File: src/adf_pkg.sv
package adf_pkg;
   // serial word layout
   localparam int WORD_BITS   = 16;
   localparam int INDEX_BITS  = 7;
   localparam int VALUE_BITS  = 8;
   localparam int CNT_BITS    = 5;
   localparam int RW_POS      = 15;
   // register indices
   localparam logic [6:0] IDX_RESET  = 7'h00;
   localparam logic [6:0] IDX_FORMAT = 7'h04;
   localparam int RESET_BIT = 7;
   localparam logic [7:0] FORMAT_RESET = 8'h00;
   // data format register fields
   localparam int TP_HI     = 5;
   localparam int TP_LO     = 3;
   localparam int POL_BIT   = 2;
   localparam int SCR_BIT   = 1;
   localparam int SIGN_BIT  = 0;
   localparam logic [5:0] FORMAT_USED = 6'h3f;
   // test pattern codes
   localparam logic [2:0] TP_OFF    = 3'h0;
   localparam logic [2:0] TP_ZEROS  = 3'h1;
   localparam logic [2:0] TP_ONES   = 3'h3;
   localparam logic [2:0] TP_CHECK  = 3'h5;
   localparam logic [2:0] TP_TOGGLE = 3'h7;
   // 15-bit pattern words, overrange flag on top, then 14-bit coding masks
   localparam logic [14:0] CHECK_A  = 15'h5555;
   localparam logic [14:0] CHECK_B  = 15'h2aaa;
   localparam logic [14:0] ALL_ONE  = 15'h7fff;
   localparam logic [14:0] ALL_ZERO = 15'h0000;
   localparam logic [13:0] MSB_ONLY = 14'h2000;
   localparam logic [13:0] ALT_MASK = 14'h2aaa;
endpackage

File: src/adf_formatter.sv
`timescale 1ns/1ps
// Functional notes
// pattern select 000 passes normal conversion results.
// pattern select 001 drives overrange flag and sample bits all zero.
// pattern select 011 drives overrange flag and sample bits all one.
// pattern select 101 alternates checkerboard words each sample.
// pattern select 111 alternates all zeros and all ones each sample.
// software writes only codes 000,001,011,101,111 to pattern select.
// bit 2 enables alternate bit polarity output mode.
// bit 1 enables the output randomizer.
// bit 0 selects offset binary (0) or two's complement (1).
// bits 7 and 6 of the format register are ignored.
// serial word: read/write flag, seven index bits, eight data bits.
// sample data on first 16 serial clock rises; chip select high ends.
// reset bit 7 at index 00h clears format register; self-clears.
// test patterns bypass coding, polarity and randomizer.
module adf_formatter #(
   parameter int SAMPLE_BITS = 14
) (
   input  wire logic                   clock,         // conversion clock
   input  wire logic                   reset,         // sync, active high
   input  wire logic [SAMPLE_BITS-1:0] conv_sample,   // raw offset binary
   input  wire logic                   conv_over,     // raw overrange
   input  wire logic                   sel_n,         // serial chip select
   input  wire logic                   serial_clock,  // serial clock pin
   input  wire logic                   serial_in,     // serial data in
   output logic                        serial_out_o,  // open drain data
   output logic                        serial_out_oe, // high while pulling
   output logic [SAMPLE_BITS-1:0]      sample_bits,   // formatted sample
   output logic                        overrange_flag // formatted flag
);
   // pin synchronisers, two stages before any logic
   logic [1:0] sel_sync;
   logic [1:0] sck_sync;
   logic [1:0] sdi_sync;
   logic       sck_prev;
   always_ff @(posedge clock) begin
      if (reset) begin
         sel_sync <= 2'h3;
         sck_sync <= 2'h0;
         sdi_sync <= 2'h0;
         sck_prev <= 1'b0;
      end else begin
         sel_sync <= {sel_sync[0], sel_n};
         sck_sync <= {sck_sync[0], serial_clock};
         sdi_sync <= {sdi_sync[0], serial_in};
         sck_prev <= sck_sync[1];
      end
   end

   wire selected = ~sel_sync[1];
   wire sck_rise = selected & sck_sync[1] & ~sck_prev;

   // serial word shifter, edges past the sixteenth are dropped
   logic [adf_pkg::WORD_BITS-1:0] shift;
   logic [adf_pkg::CNT_BITS-1:0]  bit_cnt;
   logic                          sel_prev;
   localparam logic [4:0] FULL = 5'(adf_pkg::WORD_BITS);
   localparam logic [4:0] HDR  = 5'(adf_pkg::INDEX_BITS + 1); // flag, index
   wire take_bit  = sck_rise & (bit_cnt < FULL);
   wire frame_end = sel_prev & ~selected;
   wire word_full = (bit_cnt == FULL);
   wire is_read   = shift[adf_pkg::RW_POS];
   wire [6:0] w_index = shift[14:8];
   wire [7:0] w_value = shift[7:0];
   wire do_write  = frame_end & word_full & ~is_read;
   wire sw_reset  = do_write & (w_index == adf_pkg::IDX_RESET)
                    & w_value[adf_pkg::RESET_BIT];
   wire fmt_write = do_write & (w_index == adf_pkg::IDX_FORMAT);

   always_ff @(posedge clock) begin
      if (reset) begin
         shift    <= '0;
         bit_cnt  <= '0;
         sel_prev <= 1'b0;
      end else begin
         sel_prev <= selected;
         if (!selected) begin
            bit_cnt <= '0;
         end else if (take_bit) begin
            shift   <= {shift[14:0], sdi_sync[1]};
            bit_cnt <= bit_cnt + 5'h01;
         end
      end
   end

   // format register; bits 7:6 are not stored, reset bit never stored
   logic [5:0] fmt;
   always_ff @(posedge clock) begin
      if (reset || sw_reset) begin
         fmt <= adf_pkg::FORMAT_RESET[5:0];
      end else if (fmt_write) begin
         fmt <= w_value[5:0] & adf_pkg::FORMAT_USED;
      end
   end

   // register checks; a read or a cut frame must leave the register alone
   chk_soft_reset: assert property (
      @(posedge clock) disable iff (reset)
      sw_reset |=> fmt == adf_pkg::FORMAT_RESET[5:0])
      else $error("soft reset did not clear format");
   chk_format_write: assert property (
      @(posedge clock) disable iff (reset)
      fmt_write |=> fmt == $past(w_value[adf_pkg::TP_HI:0]))
      else $error("format write not stored");
   chk_read_keeps: assert property (
      @(posedge clock) disable iff (reset)
      frame_end && is_read && !sw_reset |=> fmt == $past(fmt))
      else $error("read altered register");
   chk_bit_limit: assert property (
      @(posedge clock) disable iff (reset)
      bit_cnt <= FULL)
      else $error("more than sixteen bits taken");
   chk_extra_edges: assert property (
      @(posedge clock) disable iff (reset)
      sck_rise && bit_cnt == FULL |=> shift == $past(shift))
      else $error("edge past the sixteenth shifted data");

   // read back: after the eighth bit of a read, shift out the value MSB
   // first on each falling serial clock edge; open drain pulls only zeros
   wire sck_fall = selected & ~sck_sync[1] & sck_prev;
   logic [7:0] rd_shift;
   logic       rd_active;
   wire [7:0]  rd_value = (shift[6:0] == adf_pkg::IDX_FORMAT) ?
                          {2'h0, fmt} : 8'h00;
   always_ff @(posedge clock) begin
      if (reset || !selected) begin
         rd_shift  <= 8'h00;
         rd_active <= 1'b0;
      end else if (sck_fall && bit_cnt == HDR && shift[7]) begin
         rd_shift  <= rd_value;
         rd_active <= 1'b1;
      end else if (sck_fall && rd_active) begin
         rd_shift  <= {rd_shift[6:0], 1'b1};
      end
   end
   assign serial_out_o  = 1'b0;
   assign serial_out_oe = rd_active & ~rd_shift[7];
   // a pulled line after deselect would fight the next bus user
   chk_quiet_deselect: assert property (
      @(posedge clock) disable iff (reset)
      !selected |=> !serial_out_oe)
      else $error("data line pulled while deselected");

   // field decode
   wire [2:0] tp      = fmt[adf_pkg::TP_HI:adf_pkg::TP_LO];
   wire       pol_en  = fmt[adf_pkg::POL_BIT];
   wire       scr_en  = fmt[adf_pkg::SCR_BIT];
   wire       sign_en = fmt[adf_pkg::SIGN_BIT];

   // toggles every sample so alternating patterns change each conversion
   logic phase;
   always_ff @(posedge clock) begin
      if (reset) begin
         phase <= 1'b0;
      end else begin
         phase <= ~phase;
      end
   end

   // coding: two's complement flips the msb of offset binary
   wire [13:0] coded = conv_sample ^ (sign_en ? adf_pkg::MSB_ONLY
                                              : 14'h0000);
   // randomizer: bits 13:1 xor with the lsb, reversible by the receiver
   wire [13:0] scrambled = scr_en ? (coded ^ {{13{coded[0]}}, 1'b0})
                                  : coded;
   // alternate bit polarity inverts odd bits to cut supply ripple
   wire [13:0] polar = scrambled ^ (pol_en ? adf_pkg::ALT_MASK
                                           : 14'h0000);
   wire [14:0] normal_word = {conv_over, polar};

   // pattern mux; reserved codes fall back to normal data
   logic [14:0] next_word;
   always_comb begin
      unique case (tp)
         adf_pkg::TP_ZEROS:  next_word = adf_pkg::ALL_ZERO;
         adf_pkg::TP_ONES:   next_word = adf_pkg::ALL_ONE;
         adf_pkg::TP_CHECK:  next_word = phase ? adf_pkg::CHECK_B
                                               : adf_pkg::CHECK_A;
         adf_pkg::TP_TOGGLE: next_word = phase ? adf_pkg::ALL_ONE
                                               : adf_pkg::ALL_ZERO;
         default:            next_word = normal_word;
      endcase
   end

   // registered outputs
   always_ff @(posedge clock) begin
      if (reset) begin
         sample_bits    <= '0;
         overrange_flag <= 1'b0;
      end else begin
         sample_bits    <= next_word[13:0];
         overrange_flag <= next_word[14];
      end
   end

   // output checks look one cycle after the select that drives them
   chk_zero_pattern: assert property (
      @(posedge clock) disable iff (reset)
      tp == adf_pkg::TP_ZEROS |=> {overrange_flag, sample_bits} == 15'h0000)
      else $error("zero pattern wrong");
   chk_ones_pattern: assert property (
      @(posedge clock) disable iff (reset)
      tp == adf_pkg::TP_ONES |=> {overrange_flag, sample_bits} == 15'h7fff)
      else $error("ones pattern wrong");
   // the first word after a switch still belongs to the old select
   chk_check_alt: assert property (
      @(posedge clock) disable iff (reset)
      (tp == adf_pkg::TP_CHECK)[*2] |=>
      ({overrange_flag, sample_bits} ^ $past({overrange_flag, sample_bits}))
      == 15'h7fff)
      else $error("checkerboard not alternating");
   chk_check_words: assert property (
      @(posedge clock) disable iff (reset)
      tp == adf_pkg::TP_CHECK |=> {overrange_flag, sample_bits} == 15'h5555
      || {overrange_flag, sample_bits} == 15'h2aaa)
      else $error("checkerboard word wrong");
   chk_toggle_alt: assert property (
      @(posedge clock) disable iff (reset)
      tp == adf_pkg::TP_TOGGLE ##1 tp == adf_pkg::TP_TOGGLE |=>
      {overrange_flag, sample_bits} == ~$past({overrange_flag, sample_bits}))
      else $error("toggle pattern not alternating");
   chk_toggle_words: assert property (
      @(posedge clock) disable iff (reset)
      tp == adf_pkg::TP_TOGGLE |=> {overrange_flag, sample_bits} == 15'h0000
      || {overrange_flag, sample_bits} == 15'h7fff)
      else $error("toggle word wrong");
   chk_normal_path: assert property (
      @(posedge clock) disable iff (reset)
      tp == adf_pkg::TP_OFF && !pol_en && !scr_en && !sign_en |=>
      sample_bits == $past(conv_sample) && overrange_flag == $past(conv_over))
      else $error("normal data altered");
   chk_sign_flip: assert property (
      @(posedge clock) disable iff (reset)
      tp == adf_pkg::TP_OFF && !pol_en && !scr_en && sign_en |=>
      sample_bits == ($past(conv_sample) ^ 14'h2000))
      else $error("two's complement coding wrong");
   // a receiver undoes the randomizer by xoring bits 13:1 with bit 0
   chk_scramble_path: assert property (
      @(posedge clock) disable iff (reset)
      tp == adf_pkg::TP_OFF && !pol_en && scr_en && !sign_en |=>
      (sample_bits ^ {{13{sample_bits[0]}}, 1'b0}) == $past(conv_sample))
      else $error("randomizer not reversible");
   chk_polarity_path: assert property (
      @(posedge clock) disable iff (reset)
      tp == adf_pkg::TP_OFF && pol_en && !scr_en && !sign_en |=>
      (sample_bits ^ 14'h2aaa) == $past(conv_sample))
      else $error("alternate bit polarity wrong");
endmodule

File: config.mk
export PLATFORM = sky130hd
export DESIGN_NAME = adf_formatter
export DESIGN_NICKNAME = d
export VERILOG_FILES = /design/src/adf_pkg.sv /design/src/adf_formatter.sv
export SDC_FILE = /design/constraint.sdc
export NUM_CORES = 1
export LEC_CHECK = 0
export BUFFER_PORTS_ARGS = -buffer_cell sky130_fd_sc_hd__buf_2
export CAP_MARGIN = 10
export CORE_MARGIN = 1.5
export CORE_UTILIZATION = 45
export DETAILED_ROUTE_END_ITERATION = 7
export PLACE_DENSITY = 0.68
export SKIP_LAST_GASP = 1
export SYNTH_ARGS = -nofsm -noshare
export SYNTH_HDL_FRONTEND = slang
export SYNTH_SLANG_ARGS = --single-unit
File: constraint.sdc
create_clock -name clock -period 2.2 [get_ports clock]
set_clock_uncertainty 0.2 [all_clocks]
set_input_delay 0 -clock clock [delete_from_list [all_inputs] [get_ports clock]]
set_output_delay 0 -clock clock [all_outputs]
set_load 0.02 [all_outputs]
Yosys cells after proc, flatten, opt, wreduce, memory -nomap -nowiden
Cells that the tools add are included.

$add $sub $neg: 1. Magnitude comparators: 1. Eq/ne operators: 8. Mux-type cells: 9. Bitwise operators: 21. Reductions and logical operators: 9.

Operators by type and width (count): $pmux 15 s4 (1); $mux 14 (3); $xor 14x14->14 (3); $mux 15 (2); $mux 8 (2); $eq 7x3->1 const B (2); $and 1x1->1 (12); $logic_not 7->1 (1); $eq 3x3->1 const B (2); $mux 6 (1); $not 1->1 (6); $add 5x1->5 const B (1); $eq 5x4->1 const B (1); $eq 5x5->1 const B (1); $lt 5x5->1 const B (1); $eq 3x1->1 const B (1); $eq 3x2->1 const B (1); $logic_and 1x1->1 (3); $logic_or 1x1->1 (2); $reduce_and 2->1 (1); $reduce_bool 2->1 (1); $reduce_or 2->1 (1).

Flip-flop bits (word level): 60. Input port bits: 20. Output and inout port bits: 17. Word-level logic and storage cells: 62.

Depth between registers and ports, before layout
Gate-level depths: netlist of the first run.

Word-level depth: 6. Mapped depth: 6. Gate-level depth less buffers: 6.

Worst setup path before layout of the first run
OpenSTA, ideal clock, no wires.

Kind: flip-flop to flip-flop. Start: reg bit_cnt[3] (netlist name). End: reg fmt[0]. Setup time: 115 ps. Arrival: 1591 ps. Required time: 1885 ps. Path slack: 294 ps. Stages on the path, launching flop included: 5. Path buffers: 0. Period minus slack after synthesis: 1906 ps. Cells stage by stage: dfxtp_1 > or4_4 > nor4_4 > mux2i_1 > nor2_1.

Cells in the longest elaborated chain, start to end: 6. Elaborated cells between the ends (all ways): 7. Classes of those cells: 1 x eq/ne; 5 x bitwise; 1 x reduce/logical.

Ends and longest elaborated chain: start: declaration (RTL line adf_formatter.sv:56) `logic [adf_pkg::CNT_BITS-1:0] bit_cnt;`; start signal: assignment (RTL line adf_formatter.sv:82) `bit_cnt <= bit_cnt + 5'h01;`; $eq 5x5->1 (*) (RTL line adf_formatter.sv:62) `wire word_full = (bit_cnt == FULL);`; $and 1x1->1 (*) (2 in a row) (RTL line adf_formatter.sv:66) `wire do_write = frame_end & word_full & ~is_read;`; $and 1x1->1 (RTL line adf_formatter.sv:67) `wire sw_reset = do_write & (w_index == adf_pkg::IDX_RESET)`; $and 1x1->1 (RTL line adf_formatter.sv:68) `& w_value[adf_pkg::RESET_BIT];`; $logic_or 1x1->1 (RTL line adf_formatter.sv:90) `if (reset || sw_reset) begin`; end signal: assignment (RTL line adf_formatter.sv:91) `fmt <= adf_pkg::FORMAT_RESET[5:0];`; end signal: assignment (RTL line adf_formatter.sv:93) `fmt <= w_value[5:0] & adf_pkg::FORMAT_USED;`; end: declaration (RTL line adf_formatter.sv:88) `logic [5:0] fmt;`.

Every way passes the cells marked *; elsewhere a longest branch is shown, timed or not. A chain may end at the register's enable or synchronous reset.

Worst setup path in the final report of the first run
Start: reg bit_cnt[0] (netlist name). End: reg rd_shift[7].

Cells in the longest elaborated chain, start to end: 4. Elaborated cells between the ends (all ways): 5. Classes of those cells: 1 x eq/ne; 1 x mux; 3 x reduce/logical.

Ends and longest elaborated chain: $eq 5x4->1 (*) (RTL line adf_formatter.sv:130) `end else if (sck_fall && bit_cnt == HDR && shift[7]) begin`; $logic_and 1x1->1 (*) (2 in a row) (RTL line adf_formatter.sv:130); $mux 8 or $reduce_bool 2->1 (tied branches); end signal: assignment (RTL line adf_formatter.sv:131) `rd_shift <= rd_value;`; end signal: assignment (RTL line adf_formatter.sv:134) `rd_shift <= {rd_shift[6:0], 1'b1};`; end: declaration (RTL line adf_formatter.sv:122) `logic [7:0] rd_shift;`.

Marked as above.

==> impl_metrics.env, run 1 <==
export IMPL_ys_seq_elements=60
export IMPL_status="complete, no violations"
export IMPL_cts_tree="done"
export IMPL_yosys_area_top_type="dfxtp_1"
export IMPL_seqPwrFrac=0.465
export IMPL_drt_iter0_drc=75
export IMPL_diodes=0
export IMPL_antenna_found_initial=0
export IMPL_grt_pass1_wl_um=8150
export IMPL_hold_viol=0
export IMPL_grt_max_degree=26
export IMPL_crit_path_start_kind="flop"
export IMPL_slowest_delay_ns=0.38
export IMPL_vdd_ir_drop_max_mv=0.579
export IMPL_swShare=0.206
export IMPL_relSlewSlack=0.595
export IMPL_postSynth_asyncResetShare=0
export IMPL_die_w_um=75.5
export IMPL_clk_latency_ns=0.34
export IMPL_period_needed_ns=1.95
export IMPL_setup_tns_ns=0
export IMPL_gp_congestion=0.763
export IMPL_pwr_density_cell_mw_per_mm2=785
export IMPL_placed_area_mm2=0.00262
export IMPL_cpMaxStageDelayCell="nor4bb_1"
export IMPL_top_layer="met4"
export IMPL_hp_start="sel_n"
export IMPL_synthMuxAreaShare=0.0296
export IMPL_met3_length_um=200
export IMPL_p_switching_w=0.000494
export IMPL_die_h_um=75.5
export IMPL_reg2reg_slack_ns=0.25
export IMPL_start_util=0.466
export IMPL_synth_edf_count=0
export IMPL_power_frac_comb=0.055
export IMPL_synth_area_per_cell_um2=9.06
export IMPL_r2r_end="rd_shift[7]$_SDFFE_PP0P_"
export IMPL_synth_top_family_by_area="simple AND/OR/NAND/NOR gates"
export IMPL_vias=1969
export IMPL_port_buffers=35
export IMPL_synth_xor_xnor_area_share=0.0699
export IMPL_viasPerCell=4.97
export IMPL_layout_drive_gt1_share=0.193
export IMPL_synth_cells=261
export IMPL_first_pass_iters=4
export IMPL_ff2ff_path_depth=6
export IMPL_pwr_share_clk=0.480
export IMPL_yosysUniqueCellTypes=42
export IMPL_first_global_vias=1825
export IMPL_yosys_area_share_adder=0.0106
export IMPL_crit_family="simple AND/OR/NAND/NOR gates"
export IMPL_grt_overflow=0
export IMPL_yosysSeqAreaShare=0.508
export IMPL_fin_area_mm2=0.00306
export IMPL_critPathCaptureType="flop"
export IMPL_power_internal_w=0.00191
export IMPL_maxSlewViolCount=0
export IMPL_core_region_area_mm2=0.00507
export IMPL_route_detailed_drc=0
export IMPL_p_leak_nw=1.26
export IMPL_dieArea_mm2=0.00570
export IMPL_wl_met1_um=2350
export IMPL_finalSetupViolations=0
export IMPL_worstSetupPathType="reg -> reg"
export IMPL_crit_chain="inv_1 > ha_1 > nor4bb_1 > and2_1 > o21ai_0 > a32o_1"
export IMPL_arrival_ns=1.98
export IMPL_crit_cells=6
export IMPL_yosys_top_cells_area="dfxtp_1 51%, nand2_1 7.8%, a21oi_1 5.7%, nor2_1 3.5%, xnor2_1 3.3%"
export IMPL_r2r_start="bit_cnt[0]$_SDFFE_PP0N_"
export IMPL_grt_util_all_layers=0.195
export IMPL_finalCritPeriodShare=0.889
export IMPL_cts_clk_slew_worst_paths_ns=0.06
export IMPL_nets=343
export IMPL_rsz0062_at_grt="false"
export IMPL_syn_num_nets=283
export IMPL_cts_root_buffer="clkbuf_8"
export IMPL_wl_met2_um=2310
export IMPL_num_rows=26
export IMPL_cp_required_ns=2.23
export IMPL_max_freq_mhz=512
export IMPL_synth_area_mm2=0.00236
export IMPL_max_cap_viol_count=0
export IMPL_synthSimpleGateAreaFrac=0.224
export IMPL_htreeDepth=3
export IMPL_hp_class="in -> reg"
export IMPL_totalWireLength_um=5000
export IMPL_dpl_hpwl_um=3220
export IMPL_synth_compound_area_frac=0.123
export IMPL_critical_path_buf_inv_count=1
export IMPL_cts_max_path_buffers=2
export IMPL_numCtsBuffers=9
export IMPL_cts_sinks=60
export IMPL_num_io_pins=37
export IMPL_synth_top_area_frac=0.508
export IMPL_yosys_warnings=0
export IMPL_syn2layout_area_growth_pct=29.4
export IMPL_wl_per_cell_um=12.6
export IMPL_drtAntennaViolNets=0
export IMPL_crit_path_max_fanout=5
export IMPL_holdPathStages=3
export IMPL_postCtsSetupBuffers=0
export IMPL_synthFlopType="dfxtp_1"
export IMPL_tightest_slew_ns=0.607
export IMPL_worstHoldEndpoint="sel_sync[0]$_SDFF_PP1_"
## power by group through the flow
stage          registers (W)  logic (W)  clock network, W
2_1_floorplan        0.00116  0.0000449                 0
3_3_place_gp         0.00114   0.000103                 0
3_5_place_dp         0.00114   0.000105                 0
4_1_cts              0.00112   0.000132           0.00117
5_1_grt              0.00112   0.000146           0.00122
6_report             0.00112   0.000133           0.00115
## area by class of cell
type / count / area (µm²)
Multi-Input combinational cell: 181 / 1090
Inverter: 10 / 37.5
Sequential cell: 60 / 1200
Timing Repair Buffer: 59 / 405
Tap cell: 70 / 87.6
Fill cell: 461 / 2020
Clock inverter: 3 / 67.6
Clock buffer: 13 / 169
## stage by stage
step	total power (W)	setup slack (ns)	utilization	hold WS (ns)	instances
4_1_cts	0.00241	0.239	0.603	0.177	396
3_3_place_gp	0.00124	0.302	0.517	-0.00113	360
2_1_floorplan	0.00120	0.294	-	-0.0962	261
6_report	0.00240	0.245	0.603	0.197	396
3_5_place_dp	0.00124	0.246	0.517	0.000199	360
5_1_grt	0.00249	0.0802	0.603	0.186	396
## metal layers
layer	GRT usage	up-vias
li1	-	1003
met1	0.230	908
met2	0.314	45
met3	0.0794	13
met4	0.0853	0
met5	0	-
## worst max-delay path by stage
stage	end	startpoint
global route	rd_shift[7]$_SDFFE_PP0P_	bit_cnt[0]$_SDFFE_PP0N_
floorplan	fmt[0]$_SDFFE_PP0P_	bit_cnt[3]$_SDFFE_PP0N_
global placement	fmt[1]$_SDFFE_PP0P_	bit_cnt[3]$_SDFFE_PP0N_
finish	rd_shift[7]$_SDFFE_PP0P_	bit_cnt[0]$_SDFFE_PP0N_
detailed placement	rd_shift[7]$_SDFFE_PP0P_	bit_cnt[0]$_SDFFE_PP0N_
CTS	rd_shift[7]$_SDFFE_PP0P_	bit_cnt[0]$_SDFFE_PP0N_
## Yosys cell counts (2+ instances only)
master	instances
nor2_1	22
nand2_1	49
nor4b_1	2
a32o_1	2
a31o_2	2
clkbuf_1	9
dfxtp_1	60
nor4_1	6
and2_1	2
a21oi_1	27
xor2_1	8
o22a_1	5
nor2b_1	7
ha_1	2
o21ai_0	7
xnor2_1	9
or2_2	2
nand4bb_1	2
mux2i_1	7
inv_1	9
## worst reg2reg max path: cells and delay by family, from the launching register on
family          cells  cell delay (ns)
flops               1             0.33
buf+inv             1             0.08
compound gates      2             0.43
fa+ha+maj           1             0.16
simple gates        2             0.65
## state kept, by name, summed over array words and instances (netlist names), 2 cells and up
register     count
shift           16
sample_bits     14
fmt              6
bit_cnt          5
sck_sync         2
rd_shift         8
sel_sync         2
sdi_sync         2
## cell families after synthesis
kind of cell	Yosys count
and+or+nand+nor	105
buffers and inverters	20
AOI/OAI and AO/OA	48
adders and majority gates	2
DFF	60
other	1
xor gates and xnor gates	18
muxes	7
## timing repair
action | 4_1_cts | 5_1_grt
gates resized for setup | 0 | 0
hold endpoints to repair | 27 | 0
hold buffers | 20 | 0
## cell usage in the layout, fill, tap and decap left out, types with 4 or more instances in the layout
master and instances:
xnor2_1 9, mux2i_1 7, nor2_1 22, buf_4 4, o22a_1 5, xor2_1 8
buf_2 35, clkbuf_8 12, nor2b_1 7, nand2_1 49, inv_1 9, dlygate4sd3_1 20
dfxtp_1 60, nor4_1 6, o21ai_0 7, a21oi_1 27
(Power assumes the default switching activity.)
==> run 2, diff against run 1 <==
--- a/config.mk
+++ b/config.mk
@@ -7,11 +7,11 @@
 export LEC_CHECK = 0
 export BUFFER_PORTS_ARGS = -buffer_cell sky130_fd_sc_hd__buf_2
 export CAP_MARGIN = 10
+export CORE_ASPECT_RATIO = 0.9
 export CORE_MARGIN = 1.5
 export CORE_UTILIZATION = 45
 export DETAILED_ROUTE_END_ITERATION = 7
 export PLACE_DENSITY = 0.68
-export SKIP_LAST_GASP = 1
 export SYNTH_ARGS = -nofsm -noshare
 export SYNTH_HDL_FRONTEND = slang
 export SYNTH_SLANG_ARGS = --single-unit
==> run 2 against run 1 <==
  * First-iteration DRC count shrank 11%
  * Clock power shrank 26%
  * Total power shrank 12%
  * Via count grew 1.2%
  * Final area grew 0.45%
  * Sequential power is essentially flat
  * Combinational power grew 8%
  * Wire length grew 2.8%
  * Maximum frequency shrank 0.79%
  * Critical path depth is the same
  * Worst hold slack lost 0.032 ns
==> impl_metrics.env, run 2 (synthesis gave the netlist of run 1 again) <==
export IMPL_first_pass_iters=4
export IMPL_maxSlewViolCount=0
export IMPL_ctsResizeCount=0
export IMPL_largest_reg_flops=16
export IMPL_finalSetupViolations=0
export IMPL_crit_chain="inv_1 > ha_1 > nor4bb_1 > nand2_1 > nor4_1 > o22a_1"
export IMPL_route_detailed_drc=0
export IMPL_drtAntennaViolNets=0
export IMPL_layout_drive_gt1_share=0.191
export IMPL_postCtsSetupBuffers=0
export IMPL_cpMaxStageDelayCell="nor4_1"
export IMPL_p_leak_nw=1.28
export IMPL_die_w_um=79.4
export IMPL_antenna_found_initial=0
export IMPL_utilization=0.620
export IMPL_slowest_delay_ns=0.39
export IMPL_critPathCaptureType="flop"
export IMPL_crit_start="bit_cnt[0]$_SDFFE_PP0N_"
export IMPL_whs_ns=0.165
export IMPL_hp_start="sel_n"
export IMPL_layout_commonest_cell="dfxtp_1"
export IMPL_cts_clk_slew_worst_paths_ns=0.07
export IMPL_clk_latency_ns=0.34
export IMPL_vdd_ir_drop_max_mv=0.472
export IMPL_htreeDepth=3
export IMPL_dpl_hpwl_um=3350
export IMPL_final_cell_mix="60 x dfxtp_1, 49 x nand2_1, 35 x buf_2"
export IMPL_first_global_vias=1955
export IMPL_top_register="shift"
export IMPL_setup_tns_ns=0
export IMPL_grt_max_degree=23
export IMPL_cp_endpoint="rd_shift[3]$_SDFFE_PP0P_"
export IMPL_hp_class="in -> reg"
export IMPL_nets=352
export IMPL_r2r_end="rd_shift[3]$_SDFFE_PP0P_"
export IMPL_grt_pass1_wl_um=8840
export IMPL_worstSetupPathType="reg -> reg"
export IMPL_drt_iter0_drc=67
export IMPL_hold_viol=0
export IMPL_cts_hold_fix_buffers=28
export IMPL_grt_util_all_layers=0.205
export IMPL_dieArea_mm2=0.00570
export IMPL_cts_root_buffer="clkbuf_8"
export IMPL_status="complete, no violations"
export IMPL_grt_overflow=0
export IMPL_top_regs="shift: 16 flops, sample_bits: 14 flops, rd_shift: 8 flops"
export IMPL_num_rows=24
export IMPL_arrival_ns=2.06
export IMPL_max_freq_mhz=507
export IMPL_viasPerCell=4.98
export IMPL_cts_max_path_buffers=2
export IMPL_crit_path_max_fanout=5
export IMPL_period_needed_ns=1.97
export IMPL_relSlewSlack=0.613
export IMPL_core_region_area_mm2=0.00495
export IMPL_crit_path_start_kind="flop"
export IMPL_rsz0062_at_grt="false"
export IMPL_num_io_pins=37
export IMPL_pwr_density_cell_mw_per_mm2=689
export IMPL_ff2ff_path_depth=6
export IMPL_p_total_w=0.00212
export IMPL_syn2layout_area_growth_pct=30.0
export IMPL_wl_per_cell_um=12.8
export IMPL_cts_tree="done"
export IMPL_totalWireLength_um=5140
export IMPL_r2r_start="bit_cnt[0]$_SDFFE_PP0N_"
export IMPL_gp_congestion=0.775
export IMPL_tightest_slew_ns=0.581
export IMPL_finalCritPeriodShare=0.896
export IMPL_reg2reg_slack_ns=0.23
export IMPL_diodes=0
export IMPL_numCtsBuffers=9
export IMPL_start_util=0.477
export IMPL_port_buffers=35
export IMPL_max_cap_viol_count=0
export IMPL_vias=1993
export IMPL_cp_required_ns=2.29
export IMPL_cts_sinks=60
export IMPL_die_h_um=71.8
[run 2: changes by cell type in the layout (fill, tap and decap cells not counted)]
cell,before,now
clkinv_2,0,4
dlygate4sd3_1,20,28
buf_4,4,5
bufinv_16,2,0
clkbuf_8,12,10
[run 2: critical path, delay by kind of cell (launching register included)]
family / cells / cell delay [ns]
DFF: 1 / 0.33
adders and majority gates: 1 / 0.17
buffers and inverters: 1 / 0.09
AOI/OAI and AO/OA: 1 / 0.21
and+or+nand+nor: 3 / 0.93
[run 2: metal layers]
| metal | vias up | wire length, µm | track usage |
|---|---|---|---|
| met4 | 0 | 103 | 0.0760 |
| met5 | - | 0 | 0 |
| li1 | 1018 | - | - |
| met1 | 928 | 2450 | 0.258 |
| met3 | 11 | 229 | 0.0854 |
| met2 | 36 | 2350 | 0.315 |
[run 2: worst min-delay path by stage]
stage	end	slack (ns)	cells past startpoint
after floorplan	sel_sync[0]$_SDFF_PP1_	-0.1	1
after global placement	sel_sync[0]$_SDFF_PP1_	-0.02	2
after detailed placement	sel_sync[0]$_SDFF_PP1_	-0.02	2
after CTS	sel_sync[0]$_SDFF_PP1_	0.15	3
after global routing	sel_sync[0]$_SDFF_PP1_	0.15	3
final	sel_sync[0]$_SDFF_PP1_	0.16	3
[run 2: report_power, final]
part | switching, W | total, W | internal (W) | leakage, nW
combinational | 0.0000684 | 0.000144 | 0.0000754 | 0.706
sequential | 0.00000849 | 0.00112 | 0.00111 | 0.489
clock | 0.000424 | 0.000855 | 0.000431 | 0.0889
[run 2: cell type report]
type                    instances  area (µm²)
fillers                       434        1880
flip-flops and latches         60        1200
multi-input cells             181        1090
repair buffers                 68         493
clock buffers                  11         141
well taps                      65        81.3
inverters                      10        37.5
clock inverters                 5        27.5
[run 2: metrics by stage]
stage          area, µm²  std cells  worst slack [ns]
2_1_floorplan       2360        261             0.294
3_3_place_gp        2620        356             0.335
3_5_place_dp        2620        356             0.278
4_1_cts             3070        400             0.262
5_1_grt             3070        400            0.0654
6_report            3070        400             0.229
